## config.mk

```make
export PLATFORM = sky130hd
export DESIGN_NAME = dtc_timer
export DESIGN_NICKNAME = d
export VERILOG_FILES = /design/src/rtl/dtc_pkg.sv /design/src/rtl/dtc_timer.sv
export VERILOG_INCLUDE_DIRS = /design/src /design/src/rtl
export SDC_FILE = /design/constraint.sdc
export NUM_CORES = 1
export LEC_CHECK = 0
export BUFFER_PORTS_ARGS = -buffer_cell sky130_fd_sc_hd__buf_2
export CAP_MARGIN = 20
export CORE_ASPECT_RATIO = 0.5
export CORE_MARGIN = 2
export CORE_UTILIZATION = 30
export CTS_CLUSTER_DIAMETER = 80
export DETAILED_ROUTE_END_ITERATION = 6
export GPL_ROUTABILITY_DRIVEN = 0
export SETUP_SLACK_MARGIN = 0.2
export SYNTH_ARGS = -nofsm -noshare
export SYNTH_HDL_FRONTEND = slang
export SYNTH_SLANG_ARGS = --single-unit
```

## constraint.sdc

```tcl
create_clock -name REF_CLK_I -period 2.5 [get_ports REF_CLK_I]
set_clock_uncertainty 0.2 [all_clocks]
set_input_delay 0.75 -clock REF_CLK_I [delete_from_list [all_inputs] [get_ports REF_CLK_I]]
set_output_delay 0.75 -clock REF_CLK_I [all_outputs]
set_load 0.01 [all_outputs]
```

## src/rtl/dtc_defines.svh

```systemverilog
/*
 Register indices, field positions, reset values and divider counts
 for the dual timer/counter. Assumes inclusion by bare name.
*/
`ifndef DTC_DEFINES_SVH
`define DTC_DEFINES_SVH

// register indices; byte address is four times the index
`define DTC_IDX_CTRL   8'h88
`define DTC_IDX_MODE   8'h89
`define DTC_IDX_LO0    8'h8a
`define DTC_IDX_HI0    8'h8b
`define DTC_IDX_LO1    8'h8c
`define DTC_IDX_HI1    8'h8d
`define DTC_IDX_CLK    8'h8f
`define DTC_IDX_IEN    8'h90
`define DTC_IDX_CSEL   8'h91

// control register fields
`define DTC_CTRL_TF1   7
`define DTC_CTRL_TR1   6
`define DTC_CTRL_TF0   5
`define DTC_CTRL_TR0   4
// mode register field positions
`define DTC_MODE0_LSB  0
`define DTC_MODE1_LSB  4
// clock select register fields
`define DTC_CLK_SRC0   5
`define DTC_CLK_SRC1   6
`define DTC_CLK_PRE0   2
`define DTC_CLK_PRE1   3
// interrupt enable and counter select fields
`define DTC_IEN_ET0    0
`define DTC_IEN_ET1    1
`define DTC_CSEL_CT0   0
`define DTC_CSEL_CT1   1

// writable bit masks
`define DTC_MASK_CTRL  8'hf0
`define DTC_MASK_MODE  8'h33
`define DTC_MASK_CLK   8'h6c
`define DTC_MASK_IEN   8'h03
`define DTC_MASK_CSEL  8'h03

`define DTC_RST_BYTE   8'h00
`define DTC_BYTE_MAX   8'hff
`define DTC_ONE8       8'h01
`define DTC_ONE14      14'h0001
`define DTC_ONE17      17'h00001
`define DTC_ONE4       4'h1
`define DTC_ONE3       3'h1
// system clock divided by twelve: counts 0..11
`define DTC_PRE_LAST   4'hb
`define DTC_PRE_RST    4'h0
// rc clock divided by eight: counts 0..7
`define DTC_RC_LAST    3'h7
`define DTC_RC_RST     3'h0

`endif

```

## src/rtl/dtc_pkg.sv

```systemverilog
/*
 Types shared by the dual timer/counter.
 Assumes dtc_defines.svh is available for constants.
*/
package dtc_pkg;

  typedef enum logic [1:0] {
    DTC_MODE13,
    DTC_MODE16,
    DTC_MODE8R,
    DTC_MODESPLIT
  } dtc_mode_t;

  // captured AHB address phase
  typedef struct packed {
    logic       valid;
    logic       write;
    logic [7:0] idx;
  } dtc_aph_t;

endpackage : dtc_pkg

```

## src/rtl/dtc_timer.sv

```systemverilog
/*
 Two 16-bit timer/counters with four modes behind an AHB-Lite slave.
 Assumes one 10 MHz clock, a synchronous active-low reset, and the rc
 clock and count inputs arriving asynchronously on pins.
*/
`timescale 1ns/100ps
`include "dtc_defines.svh"

module dtc_timer
  import dtc_pkg::*;
(
  input  wire logic        REF_CLK_I,
  input  wire logic        RST_N_I,
  input  wire logic        HSEL_I,
  input  wire logic [31:0] HADDR_I,
  input  wire logic [1:0]  HTRANS_I,
  input  wire logic        HWRITE_I,
  input  wire logic [2:0]  HSIZE_I,
  input  wire logic [31:0] HWDATA_I,
  input  wire logic        HREADY_I,
  output logic             HREADYOUT_O,
  output logic             HRESP_O,
  output logic [31:0]      HRDATA_O,
  input  wire logic        RC_CLK_I,
  input  wire logic        T0_CNT_I,
  input  wire logic        T1_CNT_I,
  output logic             TMR0_IRQ_O,
  output logic             TMR1_IRQ_O
);

  // bus slave
  dtc_aph_t   aph_q;
  logic [7:0] hrdata_q;
  logic [7:0] rd_val;
  logic [7:0] wdata;
  logic       rd_go;
  logic       wr_ctrl;
  logic       wr_mode;
  logic       wr_clk;
  logic       wr_ien;
  logic       wr_csel;
  logic [1:0] wr_lo;
  logic [1:0] wr_hi;

  // registers
  logic [7:0] ctrl_w;
  logic [1:0] run_q;
  logic       flag0_q;
  logic       flag1_q;
  logic [7:0] mode_q;
  logic [7:0] clk_q;
  logic [7:0] ien_q;
  logic [7:0] csel_q;
  logic [7:0] lo_q [2];
  logic [7:0] hi_q [2];

  // time base
  logic [2:0] s1_q;
  logic [2:0] s2_q;
  logic [2:0] s3_q;
  logic [2:0] lvl_q;
  logic [2:0] edge_w;
  logic [3:0] pre_q;
  logic [2:0] rc_q;
  logic       pre_tick;
  logic       rc_tick;

  // counting
  dtc_mode_t  md [2];
  logic       split;
  logic [1:0] run;
  logic [1:0] tick;
  logic [1:0] ovf_lo;
  logic       ovf_hi0;
  logic       hi0_run;
  logic       set1;
  logic [1:0] src;
  logic [1:0] pre;
  logic [1:0] cst;

  assign HREADYOUT_O = 1'b1;
  assign HRESP_O     = 1'b0;
  assign HRDATA_O    = {24'h000000, hrdata_q};

  always_ff @(posedge REF_CLK_I) begin
    if (!RST_N_I) begin
      aph_q <= '0;
    end else if (HREADY_I) begin
      aph_q.valid <= HSEL_I & HTRANS_I[1];
      aph_q.write <= HWRITE_I;
      aph_q.idx   <= HADDR_I[9:2];
    end
  end

  always_comb begin
    case (HADDR_I[9:2])
      `DTC_IDX_CTRL: rd_val = ctrl_w;
      `DTC_IDX_MODE: rd_val = mode_q;
      `DTC_IDX_LO0:  rd_val = lo_q[0];
      `DTC_IDX_HI0:  rd_val = hi_q[0];
      `DTC_IDX_LO1:  rd_val = lo_q[1];
      `DTC_IDX_HI1:  rd_val = hi_q[1];
      `DTC_IDX_CLK:  rd_val = clk_q;
      `DTC_IDX_IEN:  rd_val = ien_q;
      `DTC_IDX_CSEL: rd_val = csel_q;
      default:       rd_val = `DTC_RST_BYTE;
    endcase
  end

  // read data is taken with the address phase and stands one cycle later
  assign rd_go = HREADY_I && HSEL_I && HTRANS_I[1] && !HWRITE_I;

  always_ff @(posedge REF_CLK_I) begin
    if (!RST_N_I) begin
      hrdata_q <= `DTC_RST_BYTE;
    end else if (rd_go) begin
      hrdata_q <= rd_val;
    end
  end

  wire wr_go = aph_q.valid & aph_q.write;
  assign wdata   = HWDATA_I[7:0];
  assign wr_ctrl = wr_go && (aph_q.idx == `DTC_IDX_CTRL);
  assign wr_mode = wr_go && (aph_q.idx == `DTC_IDX_MODE);
  assign wr_clk  = wr_go && (aph_q.idx == `DTC_IDX_CLK);
  assign wr_ien  = wr_go && (aph_q.idx == `DTC_IDX_IEN);
  assign wr_csel = wr_go && (aph_q.idx == `DTC_IDX_CSEL);
  assign wr_lo[0] = wr_go && (aph_q.idx == `DTC_IDX_LO0);
  assign wr_hi[0] = wr_go && (aph_q.idx == `DTC_IDX_HI0);
  assign wr_lo[1] = wr_go && (aph_q.idx == `DTC_IDX_LO1);
  assign wr_hi[1] = wr_go && (aph_q.idx == `DTC_IDX_HI1);

  // configuration registers; blank bits stay zero
  always_ff @(posedge REF_CLK_I) begin
    if (!RST_N_I) begin
      mode_q <= `DTC_RST_BYTE;
    end else if (wr_mode) begin
      mode_q <= wdata & `DTC_MASK_MODE;
    end
  end

  always_ff @(posedge REF_CLK_I) begin
    if (!RST_N_I) begin
      clk_q <= `DTC_RST_BYTE;
    end else if (wr_clk) begin
      clk_q <= wdata & `DTC_MASK_CLK;
    end
  end

  always_ff @(posedge REF_CLK_I) begin
    if (!RST_N_I) begin
      ien_q <= `DTC_RST_BYTE;
    end else if (wr_ien) begin
      ien_q <= wdata & `DTC_MASK_IEN;
    end
  end

  always_ff @(posedge REF_CLK_I) begin
    if (!RST_N_I) begin
      csel_q <= `DTC_RST_BYTE;
    end else if (wr_csel) begin
      csel_q <= wdata & `DTC_MASK_CSEL;
    end
  end

  // run bits follow software only
  always_ff @(posedge REF_CLK_I) begin
    if (!RST_N_I) begin
      run_q <= 2'h0;
    end else if (wr_ctrl) begin
      run_q[0] <= wdata[`DTC_CTRL_TR0];
      run_q[1] <= wdata[`DTC_CTRL_TR1];
    end
  end

  // flag 0: a hardware set wins over a software clear
  always_ff @(posedge REF_CLK_I) begin
    if (!RST_N_I) begin
      flag0_q <= 1'b0;
    end else if (ovf_lo[0]) begin
      flag0_q <= 1'b1;
    end else if (wr_ctrl) begin
      flag0_q <= wdata[`DTC_CTRL_TF0];
    end
  end

  // flag 1: set by the second timer, or by the split high byte
  always_ff @(posedge REF_CLK_I) begin
    if (!RST_N_I) begin
      flag1_q <= 1'b0;
    end else if (set1) begin
      flag1_q <= 1'b1;
    end else if (wr_ctrl) begin
      flag1_q <= wdata[`DTC_CTRL_TF1];
    end
  end

  // control register image; blank bits read zero
  always_comb begin
    ctrl_w                = `DTC_RST_BYTE;
    ctrl_w[`DTC_CTRL_TF1] = flag1_q;
    ctrl_w[`DTC_CTRL_TR1] = run_q[1];
    ctrl_w[`DTC_CTRL_TF0] = flag0_q;
    ctrl_w[`DTC_CTRL_TR0] = run_q[0];
  end

  // requests gated by enables
  assign TMR0_IRQ_O = flag0_q & ien_q[`DTC_IEN_ET0];
  assign TMR1_IRQ_O = flag1_q & ien_q[`DTC_IEN_ET1];

  // pin synchronisers: rc clock, count input 0, count input 1
  always_ff @(posedge REF_CLK_I) begin
    if (!RST_N_I) begin
      s1_q  <= 3'h0;
      s2_q  <= 3'h0;
      s3_q  <= 3'h0;
      lvl_q <= 3'h0;
    end else begin
      s1_q <= {T1_CNT_I, T0_CNT_I, RC_CLK_I};
      s2_q <= s1_q;
      s3_q <= s2_q;
      lvl_q <= (s2_q & s3_q) | (lvl_q & (s2_q | s3_q));
    end
  end

  // rising edge once the two late stages agree
  assign edge_w = s2_q & s3_q & ~lvl_q;

  always_ff @(posedge REF_CLK_I) begin
    if (!RST_N_I) begin
      pre_q <= `DTC_PRE_RST;
    end else if (pre_q == `DTC_PRE_LAST) begin
      pre_q <= `DTC_PRE_RST;
    end else begin
      pre_q <= pre_q + `DTC_ONE4;
    end
  end
  assign pre_tick = (pre_q == `DTC_PRE_LAST);

  always_ff @(posedge REF_CLK_I) begin
    if (!RST_N_I) begin
      rc_q <= `DTC_RC_RST;
    end else if (edge_w[0]) begin
      rc_q <= rc_q + `DTC_ONE3;
    end
  end
  assign rc_tick = edge_w[0] && (rc_q == `DTC_RC_LAST);

  assign md[0] = dtc_mode_t'(mode_q[`DTC_MODE0_LSB +: 2]);
  assign md[1] = dtc_mode_t'(mode_q[`DTC_MODE1_LSB +: 2]);
  assign split = (md[0] == DTC_MODESPLIT);
  assign src = {clk_q[`DTC_CLK_SRC1], clk_q[`DTC_CLK_SRC0]};
  assign pre = {clk_q[`DTC_CLK_PRE1], clk_q[`DTC_CLK_PRE0]};
  assign cst = {csel_q[`DTC_CSEL_CT1], csel_q[`DTC_CSEL_CT0]};

  assign run[0] = run_q[0];
  assign run[1] = split ? (md[1] != DTC_MODESPLIT)
                        : run_q[1];

  // split high byte runs under the second run bit, every clock
  assign hi0_run = split && run_q[1];
  assign ovf_hi0 = hi0_run && (hi_q[0] == `DTC_BYTE_MAX);
  assign set1    = split ? ovf_hi0 : ovf_lo[1];

  for (genvar i = 0; i < 2; i++) begin : g_tmr
    logic        sysc;
    logic        forced;
    logic [7:0]  lo_n;
    logic [7:0]  hi_n;
    logic        ovf;
    logic [13:0] s13;
    logic [16:0] s16;

    // second timer under split counts the system clock only
    assign forced = (i == 1) && split;
    assign sysc = pre[i] ? 1'b1 : pre_tick;
    always_comb begin
      if (forced) begin
        tick[i] = 1'b1;
      end else if (cst[i]) begin
        tick[i] = edge_w[i+1];
      end else if (src[i]) begin
        tick[i] = rc_tick;
      end else begin
        tick[i] = sysc;
      end
    end

    assign s13 = {1'b0, hi_q[i], lo_q[i][4:0]} + `DTC_ONE14;
    assign s16 = {1'b0, hi_q[i], lo_q[i]} + `DTC_ONE17;

    always_comb begin
      lo_n = lo_q[i];
      hi_n = hi_q[i];
      ovf  = 1'b0;
      if (run[i] && tick[i]) begin
        case (md[i])
          DTC_MODE13: begin
            hi_n = s13[12:5];
            lo_n = {lo_q[i][7:5], s13[4:0]};
            ovf  = s13[13];
          end
          DTC_MODE16: begin
            {hi_n, lo_n} = s16[15:0];
            ovf = s16[16];
          end
          DTC_MODE8R: begin
            if (lo_q[i] == `DTC_BYTE_MAX) begin
              lo_n = hi_q[i];
              ovf  = 1'b1;
            end else begin
              lo_n = lo_q[i] + `DTC_ONE8;
            end
          end
          default: begin
            if (i == 0) begin
              lo_n = lo_q[i] + `DTC_ONE8;
              ovf  = (lo_q[i] == `DTC_BYTE_MAX);
            end
          end
        endcase
      end
      if (i == 0 && split) begin
        hi_n = hi_q[i];
        if (hi0_run) begin
          hi_n = hi_q[i] + `DTC_ONE8;
        end
      end
    end

    // second timer overflow is discarded while split
    assign ovf_lo[i] = ovf && !forced;

    // software writes take the byte over the count
    always_ff @(posedge REF_CLK_I) begin
      if (!RST_N_I) begin
        lo_q[i] <= `DTC_RST_BYTE;
        hi_q[i] <= `DTC_RST_BYTE;
      end else begin
        lo_q[i] <= wr_lo[i] ? wdata : lo_n;
        hi_q[i] <= wr_hi[i] ? wdata : hi_n;
      end
    end
  end

endmodule : dtc_timer

```

==> impl_results.md, run 1 <==
* Status: finished with violations
* Violated checks: setup timing
* Antenna violations before repair at 0
* FF+latch area at 1710 um^2
* Crit path to: lo_q[1][7]$_SDFFE_PN0P_
* Post-synth EDFFs at 0
* Placed instance area at 5690 um^2
* Final period utilization at 103%
* Hold path startpoint: s1_q[2]$_SDFF_PN0_
* CTS root buf: clkbuf_16
* Reg2reg end: lo_q[1][7]$_SDFFE_PN0P_
* Vias in the first global route at 4485
* Req. time, crit path at 2570 ps
* Setup ws final at -66.7 ps
* Clk buf depth at 2
* Die ar. at 18100 um^2
* Router iterations before antenna repair at 5
* Area growth, synth to finish at 25.1%
* Total wire length at 15.0 mm
* CTS Buf Count at 9
* Kind of critical path: reg -> reg
* Die extent in x at 188 um
* First-pass GRT wire length at 23.8 mm
* Slowest CP cell: or4b_4
* DP HPWL at 10.7 mm
* Area of the multi-input gates at 3430 um^2
* Static Leak at 2.61 nW
* Tightest Pin Transition at 719 ps
* Crit. Startpoint: rc_q[1]$_SDFFE_PN0P_
* # fillers at 1683
* Critical-path maximum fanout at 2
* Tmin final at 2570 ps
* Post-Synth XOR/XNOR Area at 3.61%
* Hold Path Class: reg -> reg
* Post-Synth Adder-Cell Area at 2.70%
* Die Span Y at 96.2 um
* PwrDens at 457 nW/um^2
* Hold Buf Count CTS at 0
* Post-Place Cells at 888
* Layout cell share with drive strength beyond 1 at 23.1%
* Clock sink count at 85
* Worst vdd ir at 0.261 mV
* Commonest cells post-synth: dfxtp_1, nand2_1, a21oi_1, nor2_1, o21ai_0
* Max-Cap Viols at 0
* Non-Filler Instances at 912
* Final Util at 38.6%
* Worst-path cell chain: ha_4, ha_4, nand4b_1, a221oi_2, o22ai_2, or3_4, or4b_4, a31oi_1
* Relative slew slack at 52.1%
* Nets at 768
* Post-synthesis mux area share at 9.40%
* Cell with the most instances after synthesis: dfxtp_1
* Most frequent CP cell: ha_4
* Mapped cell area at 5100 um^2
* R2R depth at 8
* Post-synthesis compound-gate area fraction at 19.3%
* RSZ-0062 raised after global routing: true
* Pin count of the biggest net entering global routing at 37
* Placeable core area at 16500 um^2
* Synth Flop Type: dfxtp_1
* H-tree levels at 3
* # DRC at 0
* Synth area leaders: dfxtp_1, mux2i_1, a21oi_1
* Final Max Tran Viols at 0
* YS warnings at 0
* Antenna diode count at 0
* Ys async rst share at 0%
* Clock slew at reported path FFs at 60 ps
* GRT Total Usage at 16.8%
* PortBufs at 34
* CTS tree: built
* Post-Synth Simple-Gate Area at 24.0%
* Worst reg-to-reg setup slack at -70 ps
* Vias at 4805
* Critical Path Sink Type: flip-flop
* FF-to-FF Start: rc_q[1]$_SDFFE_PN0P_
* Fmax at 390 MHz
* Vias per cell at 5.27
* I/O pins at 113
* Setup violators final at 1
* Routed WL per cell at 16.5 um
* Yosys top cell by area: dfxtp_1
* Startpoint Class: flip-flop
* Seq/Total Area, Yosys at 33.4%
* Antenna Nets Post-Route at 0
* Yosys top cell area share at 33.4%
* Grt total ovfl at 0
* Design area at 6370 um^2
* Syn Area/Cell at 8.21 um^2
* Syn Inst Count at 621
* Worst skew pair latency at 340 ps
* Initial Util at 30.9%
* 1st-iter DRT viols at 408
* Final hold violations at 0
* Slowest stage delay, CP at 480 ps
* Count of unique library cells instantiated by Yosys at 69
* Main combinational cell family by area after synthesis: simple AND/OR/NAND/NOR gates
* Yosys reg bits at 85
* Standard-cell rows at 33
* Crit path arrival time at 2640 ps
-- per-stage QoR --
stage	setup slack, ps	total power [mW]	setup TNS (ps)	hold slack [ps]
2_1_floorplan	20.1	1.56	0	212
3_3_place_gp	-128	1.61	-206	219
3_5_place_dp	-161	1.61	-314	219
4_1_cts	-44.9	2.94	-44.9	233
5_1_grt	-169	3.01	-648	259
6_report	-66.7	2.91	-66.7	231
-- layout make-up --
cell class	count	area share [%]
Multi-Input combinational cell	486	53.8
Sequential cell	85	26.8
Timing Repair Buffer	88	9.84
Tap cell	227	4.46
Clock buffer	10	3.59
Clock inverter	6	1.00
Inverter	10	0.589
-- what timing repair did --
item / 4_1_cts / 5_1_grt
pin swaps: 31 / 18
gates resized for setup: 43 / 21
setup buffers: 5 / 2
endpoints found under the setup margin: 29 / 35
gates cloned: 1 / 0
-- cell families (layout without fill, tap and decap cells) --
| kind of cell | count (synthesis) | in the layout |
|---|---|---|
| DFF | 85 | 85 |
| AOI/OAI and AO/OA | 154 | 154 |
| and+or+nand+nor | 229 | 229 |
| adders and majority gates | 11 | 11 |
| other | 2 | 26 |
| buffers and inverters | 74 | 114 |
| xor gates and xnor gates | 21 | 21 |
| muxes | 45 | 45 |
-- how the worst min path moves through the flow --
stage / to / slack (ps) / cells after the start
6_report: s2_q[2]$_SDFF_PN0_ / 230 / 1
5_1_grt: s2_q[0]$_SDFF_PN0_ / 260 / 1
4_1_cts: s2_q[2]$_SDFF_PN0_ / 230 / 1
3_5_place_dp: s2_q[2]$_SDFF_PN0_ / 220 / 1
3_3_place_gp: s2_q[2]$_SDFF_PN0_ / 220 / 1
2_1_floorplan: s2_q[0]$_SDFF_PN0_ / 210 / 1
-- power by group --
part	switching, mW	internal [mW]	total (mW)
combinational	0.121	0.0729	0.194
sequential	0.0143	1.37	1.39
clock	0.556	0.772	1.33
-- layout by cell type, fill, tap and decap left out, types with 5 or more instances in the layout --
cell type / Yosys / routed
dfxtp_1: 85 / 82
nand2_1: 49 / 48
buf_4: 26 / 48
a21oi_1: 41 / 40
mux2i_1: 40 / 40
nor2_1: 41 / 38
o21ai_0: 41 / 36
buf_2: 3 / 34
nand3_1: 30 / 30
conb_1: 2 / 26
and2_1: 19 / 19
nor2b_1: 16 / 16
xnor2_1: 15 / 15
nor3_1: 14 / 11
inv_1: 9 / 9
nand4_1: 9 / 9
ha_1: 11 / 9
clkbuf_16: 0 / 9
o22ai_1: 10 / 8
nand2b_1: 9 / 8
a31oi_1: 8 / 8
a21boi_0: 8 / 7
xor2_1: 6 / 6
and4_1: 5 / 5
and3_1: 6 / 5
a22oi_1: 6 / 5
-- sequential cells by signal, indices dropped and copies added, names as in the netlist --
signal    count
aph_q        10
clk_q         4
csel_q        2
flag0_q       1
flag1_q       1
hi_q         16
hrdata_q      8
ien_q         2
lo_q         16
lvl_q         3
mode_q        4
pre_q         4
rc_q          3
run_q         2
s1_q          3
s2_q          3
s3_q          3
-- critical path, delay by kind of cell (launching register included) --
| family | cells | cell delay (ps) |
|---|---|---|
| AND/OR/NAND/NOR | 3 | 1060 |
| flip-flops | 1 | 350 |
| adder cells (fa/ha/maj) | 2 | 250 |
| AO/OA/AOI/OAI | 3 | 650 |
-- per-layer routing --
| layer | track usage, % | routed length [um] | vias to the layer above |
|---|---|---|---|
| met4 | 7.42 | 366 | 0 |
| met5 | 0 | 0 | - |
| met2 | 28.4 | 7020 | 169 |
| met3 | 2.30 | 834 | 33 |
| li1 | - | - | 2317 |
| met1 | 21.7 | 6810 | 2286 |
Power figures use the tool's default switching activity.
==> run 2: changes to the inputs <==
REMOVE_ABC_BUFFERS = 1   (was unset)
==> impl_results.md, run 2 (synthesized netlist as in run 1, its figures left out) <==
* Combinational share of power at 7.0% (was 6.7%)
* Nets at 772 (was 768)
* Grt total ovfl at 0 (unchanged)
* PwrDens at 434 nW/um^2 (was 457 nW/um^2)
* Tmin final at 2490 ps (was 2570 ps)
* Most frequent CP cell: ha_4 (unchanged)
* Vias per cell at 5.24 (was 5.27)
* Biggest regs: hi_q x16, lo_q x16, aph_q x10 (unchanged)
* Final Total Pwr at 2.83 mW (was 2.91 mW)
* R2R depth at 8 (unchanged)
* Static Leak at 2.69 nW (was 2.61 nW)
* Slowest CP cell: or4b_1 (was or4b_4)
* Kind of critical path: reg -> reg (unchanged)
* Worst reg-to-reg setup slack at 10 ps (was -70 ps)
* Hold Path Class: reg -> reg (unchanged)
* Internal power at 2.15 mW (was 2.22 mW)
* Standard-cell rows at 33 (unchanged)
* Final hold slack at 232 ps (was 231 ps)
* Sw Pwr at 0.683 mW (was 0.691 mW)
* Router iterations before antenna repair at 5 (unchanged)
* Layout cell share with drive strength beyond 1 at 25.0% (was 23.1%)
* Antenna Nets Post-Route at 0 (unchanged)
* Tightest Pin Transition at 520 ps (was 719 ps)
* Final hold violations at 0 (unchanged)
* # fillers at 1629 (was 1683)
* Clock power share at 43.9% (was 45.6%)
* Setup ws final at 9.66 ps (was -66.7 ps)
* Critical Path Sink Type: flip-flop (unchanged)
* Worst-path cell chain: ha_4, ha_4, nand4b_1, a221oi_2, o22ai_2, or3_4, or4b_1, a31oi_1 (was ha_4, ha_4, nand4b_1, a221oi_2, o22ai_2, or3_4, or4b_4, a31oi_1)
* Worst skew pair latency at 340 ps (about the same)
* Initial Util at 30.9% (unchanged)
* # DRC at 0 (unchanged)
* Relative slew slack at 65.3% (was 52.1%)
* CP delay by family, top: simple AND/OR/NAND/NOR gates (unchanged)
* Max-Cap Viols at 0 (unchanged)
* Critical-path maximum fanout at 2 (unchanged)
* Die ar. at 18100 um^2 (unchanged)
* PortBufs at 34 (unchanged)
* CTS root buf: clkbuf_16 (unchanged)
* Slowest stage delay, CP at 470 ps (was 480 ps)
* Worst Hold Endpoint: s2_q[0]$_SDFF_PN0_ (was s2_q[2]$_SDFF_PN0_)
* Hold path startpoint: s1_q[0]$_SDFF_PN0_ (was s1_q[2]$_SDFF_PN0_)
* Worst vdd ir at 0.285 mV (was 0.261 mV)
* Crit. Startpoint: rc_q[0]$_SDFFE_PN0P_ (was rc_q[1]$_SDFFE_PN0P_)
* Hold Buf Count CTS at 0 (unchanged)
* H-tree levels at 3 (unchanged)
* Reg2reg end: lo_q[1][7]$_SDFFE_PN0P_ (unchanged)
* Most common cell after layout, fill and taps aside: dfxtp_1 (unchanged)
* FF-to-FF Start: rc_q[0]$_SDFFE_PN0P_ (was rc_q[1]$_SDFFE_PN0P_)
* Routed WL per cell at 16.7 um (was 16.5 um)
* Vias in the first global route at 4261 (was 4485)
* Die Span Y at 96.2 um (unchanged)
* Antenna diode count at 0 (unchanged)
* Clk buf depth at 2 (unchanged)
* Placed instance area at 5650 um^2 (was 5690 um^2)
* Worst hold path cell count at 1 (unchanged)
* Startpoint Class: flip-flop (unchanged)
* Clock sink count at 85 (unchanged)
* RSZ-0062 raised after global routing: true (unchanged)
* Req. time, crit path at 2570 ps (about the same)
* Placeable core area at 16500 um^2 (unchanged)
* Switching share of power at 24.1% (was 23.7%)
* Antenna violations before repair at 0 (unchanged)
* CTS tree: built (unchanged)
* GRT Total Usage at 16.7% (was 16.8%)
* Die extent in x at 188 um (unchanged)
* Status: complete, no violations (was finished with violations)
* Setup violators final at 0 (was 1)
* I/O pins at 113 (unchanged)
* CTS Buf Count at 9 (unchanged)
* CP Buf/Inv Count at 0 (unchanged)
* Total wire length at 15.3 mm (was 15.0 mm)
* Fmax at 402 MHz (was 390 MHz)
* Reg power frac at 49.0% (was 47.7%)
* Design area at 6530 um^2 (was 6370 um^2)
* First-pass GRT wire length at 23.5 mm (was 23.8 mm)
* Area growth, synth to finish at 28.1% (was 25.1%)
* DP HPWL at 11.1 mm (was 10.7 mm)
* Pin count of the biggest net entering global routing at 43 (was 37)
* Final period utilization at 99.6% (was 103%)
* Crit path arrival time at 2560 ps (was 2640 ps)
* 1st-iter DRT viols at 322 (was 408)
* Pre-CTS setup slack at -270 ps (was -161 ps)
* Clock slew at reported path FFs at 60 ps (about the same)
* Most frequent cells in the layout: dfxtp_1, nand2_1, buf_4 (unchanged)
* Final Max Tran Viols at 0 (unchanged)
* Vias at 4804 (was 4805)
run 2: metal layers:
layer  up-vias  wire (um)  track usage [%]
li1       2327          -                -
met1      2261       7440             23.6
met2       190       6420             25.9
met3        26       1220             3.43
met4         0        257             4.23
met5         -          0                0
run 2: final cells by class:
type | count | area (um^2) | area share, %
multi-input cells | 486 | 3530 | 54.0
repair buffers | 92 | 704 | 10.8
clock inverters | 3 | 21.3 | 0.326
inverters | 10 | 37.5 | 0.575
clock buffers | 13 | 250 | 3.83
well taps | 227 | 284 | 4.35
flip-flops and latches | 85 | 1700 | 26.1
run 2: power groups by stage:
stage	registers (mW)	logic [mW]	clock network, mW
2_1_floorplan	1.42	0.0847	0
3_3_place_gp	1.42	0.190	0
3_5_place_dp	1.42	0.193	0
4_1_cts	1.39	0.194	1.27
5_1_grt	1.39	0.217	1.33
6_report	1.39	0.200	1.24
run 2: through the flow:
| step | instances | utilization, % | setup TNS [ps] |
|---|---|---|---|
| detailed placement | 885 | 34.2 | -1400 |
| floorplan | 581 | - | -8030 |
| CTS | 904 | 37.1 | -14.2 |
| global route | 916 | 39.5 | -551 |
| finish | 916 | 39.5 | 0 |
| global placement | 885 | 34.2 | -1380 |
run 2: worst max path at each step:
stage	to	slack, ps	cells after the start
after global placement	hrdata_q[4]$_SDFFE_PN0P_	-260	7
final	lo_q[1][7]$_SDFFE_PN0P_	10	8
after floorplan	lo_q[0][7]$_SDFFE_PN0P_	-510	5
after CTS	lo_q[1][7]$_SDFFE_PN0P_	-10	8
after detailed placement	hrdata_q[4]$_SDFFE_PN0P_	-270	7
after global routing	lo_q[1][7]$_SDFFE_PN0P_	-170	8
run 2: worst register-to-register path: cells and delay by family (launching register included):
family                   cells  cell delay (ps)
AO/OA/AOI/OAI                3              640
adder cells (fa/ha/maj)      2              260
flip-flops                   1              350
AND/OR/NAND/NOR              3              990
run 2: what timing repair did:
action | CTS | global route
cloned | 0 | 1
gates resized for setup | 36 | 59
endpoints found under the setup margin | 31 | 35
buffers inserted | 3 | 11
pin swaps | 10 | 50
==> run 3: changes to the inputs <==
CORE_UTILIZATION = 50   (was 30)
PLACE_DENSITY = 0.77   (was unset)
==> impl_results.md, run 3 (synthesized netlist as in run 1, its figures left out) <==
* Grt total ovfl at 0 (unchanged)
* Final Total Pwr at 3.07 mW (was 2.83 mW)
* Crit path arrival time at 2740 ps (was 2560 ps)
* Antenna Nets Post-Route at 0 (unchanged)
* Reg2reg end: lo_q[1][7]$_SDFFE_PN0P_ (unchanged)
* Slowest CP cell: or4b_4 (was or4b_1)
* Startpoint Class: flip-flop (unchanged)
* Final period utilization at 107% (was 99.6%)
* RSZ-0062 raised after global routing: true (unchanged)
* Vias at 5168 (was 4804)
* Crit path to: lo_q[1][7]$_SDFFE_PN0P_ (unchanged)
* Total wire length at 16.0 mm (was 15.3 mm)
* Routed WL per cell at 19.5 um (was 16.7 um)
* Worst-path cell chain: ha_4, ha_4, nand4b_1, a221oi_2, o22ai_2, or3_4, or4b_4, a31oi_1 (was ha_4, ha_4, nand4b_1, a221oi_2, o22ai_2, or3_4, or4b_1, a31oi_1)
* Req. time, crit path at 2580 ps (was 2570 ps)
* Max-Cap Viols at 0 (unchanged)
* Relative slew slack at 64.8% (was 65.3%)
* Design area at 6350 um^2 (was 6530 um^2)
* Area growth, synth to finish at 24.7% (was 28.1%)
* Post-Place Cells at 793 (was 885)
* Area of the multi-input gates at 3500 um^2 (was 3530 um^2)
* I/O pins at 113 (unchanged)
* Placed instance area at 5520 um^2 (was 5650 um^2)
* Hold Path Class: reg -> reg (unchanged)
* R2R depth at 8 (unchanged)
* Standard-cell rows at 25 (was 33)
* Non-Filler Instances at 817 (was 916)
* Clock sink count at 85 (unchanged)
* Tightest Pin Transition at 524 ps (was 520 ps)
* Final Util at 65.7% (was 39.5%)
* Die Span Y at 75.4 um (was 96.2 um)
* Static Leak at 2.66 nW (was 2.69 nW)
* Vias in the first global route at 4678 (was 4261)
* H-tree levels at 3 (unchanged)
* Hold Buf Count CTS at 0 (unchanged)
* Layout cell share with drive strength beyond 1 at 24.0% (was 25.0%)
* Critical Path Sink Type: flip-flop (unchanged)
* PwrDens at 484 nW/um^2 (was 434 nW/um^2)
* GRT Total Usage at 27.4% (was 16.7%)
* Router iterations before antenna repair at 6 (was 5)
* Kind of critical path: reg -> reg (unchanged)
* Worst vdd ir at 0.364 mV (was 0.285 mV)
* Initial Util at 52.7% (was 30.9%)
* Clock slew at reported path FFs at 60 ps (about the same)
* FF-to-FF Start: rc_q[0]$_SDFFE_PN0P_ (unchanged)
* Most frequent CP cell: ha_4 (unchanged)
* PortBufs at 34 (unchanged)
* Most common cell after layout, fill and taps aside: dfxtp_1 (unchanged)
* Placeable core area at 9670 um^2 (was 16500 um^2)
* Biggest regs: hi_q x16, lo_q x16, aph_q x10 (unchanged)
* Status: finished with violations (was complete, no violations)
* Critical-path maximum fanout at 2 (unchanged)
* FF+latch area at 1700 um^2 (unchanged)
* Die ar. at 11100 um^2 (was 18100 um^2)
* Antenna violations before repair at 0 (unchanged)
* CTS root buf: clkbuf_16 (unchanged)
* Die extent in x at 147 um (was 188 um)
* Slowest stage delay, CP at 480 ps (was 470 ps)
* First-pass GRT wire length at 23.7 mm (was 23.5 mm)
* CTS Buf Count at 9 (unchanged)
* Nets at 765 (was 772)
* Setup ws final at -168 ps (was 9.66 ps)
* Most frequent cells in the layout: dfxtp_1, nand2_1, buf_4 (unchanged)
* DP HPWL at 10.0 mm (was 11.1 mm)
* Violated checks: setup timing
* Fmax at 375 MHz (was 402 MHz)
* # fillers at 728 (was 1629)
* Worst reg-to-reg setup slack at -170 ps (was 10 ps)
* Pin count of the biggest net entering global routing at 40 (was 43)
* Final Max Tran Viols at 0 (unchanged)
* Worst skew pair latency at 350 ps (was 340 ps)
* # DRC at 0 (unchanged)
* Setup violators final at 9 (was 0)
* 1st-iter DRT viols at 547 (was 322)
* Final hold violations at 0 (unchanged)
* Antenna diode count at 0 (unchanged)
* Final hold slack at 233 ps (was 232 ps)
* Tmin final at 2670 ps (was 2490 ps)
* Crit. Startpoint: rc_q[0]$_SDFFE_PN0P_ (unchanged)
* Clk buf depth at 2 (unchanged)
* Vias per cell at 6.33 (was 5.24)
* CTS tree: built (unchanged)
-- run 3: cell count changes in the layout (fill, tap and decap cells not counted), sizes merged --
cell,before,now
bufinv,0,2
clkbuf,14,9
inv,9,13
clkinv,3,1
buf,91,85
-- run 3: report_power, final --
group / switching (mW) / internal (mW)
logic: 0.122 / 0.0721
clock network: 0.601 / 0.890
registers: 0.0160 / 1.37
-- run 3: layout make-up --
type | instances | area share (%)
clock buffer | 9 | 3.54
clock inverter | 7 | 1.61
inverter | 10 | 0.591
multi-input combinational | 486 | 55.1
sequential | 85 | 26.8
tap | 135 | 2.66
timing repair buffer | 85 | 9.63
-- run 3: per-layer routing --
| metal | global-route usage (%) | up-vias | share of wire (%) |
|---|---|---|---|
| li1 | - | 2321 | - |
| met1 | 34.5 | 2410 | 39 |
| met2 | 45.4 | 353 | 45 |
| met3 | 6.17 | 84 | 10 |
| met4 | 14.9 | 0 | 4.9 |
| met5 | 0 | - | 0 |
-- run 3: worst min path at each step --
stage / from / cells past startpoint / slack [ps] / to
3_5_place_dp: s1_q[2]$_SDFF_PN0_ / 1 / 220 / s2_q[2]$_SDFF_PN0_
4_1_cts: s1_q[2]$_SDFF_PN0_ / 1 / 230 / s2_q[2]$_SDFF_PN0_
2_1_floorplan: s1_q[0]$_SDFF_PN0_ / 1 / 210 / s2_q[0]$_SDFF_PN0_
3_3_place_gp: s1_q[0]$_SDFF_PN0_ / 1 / 220 / s2_q[0]$_SDFF_PN0_
6_report: s1_q[2]$_SDFF_PN0_ / 1 / 230 / s2_q[2]$_SDFF_PN0_
5_1_grt: s1_q[0]$_SDFF_PN0_ / 1 / 260 / s2_q[0]$_SDFF_PN0_
-- run 3: what timing repair did --
action | CTS | global route
setup buffers | 4 | 4
setup endpoints to repair | 33 | 37
gates resized for setup | 44 | 47
pin swaps | 14 | 49
-- run 3: metrics by stage --
step	TNS (ps)	worst slack, ps
global route	-984	-193
detailed placement	-988	-259
global placement	-949	-275
finish	-536	-168
CTS	-128	-107
floorplan	-8030	-510
-- run 3: worst max-delay path: cells and delay by family (launching register included) --
| kind | cells | cell delay [ps] |
|---|---|---|
| DFF | 1 | 360 |
| adders and majority gates | 2 | 250 |
| and+or+nand+nor | 3 | 1090 |
| AOI/OAI and AO/OA | 3 | 690 |
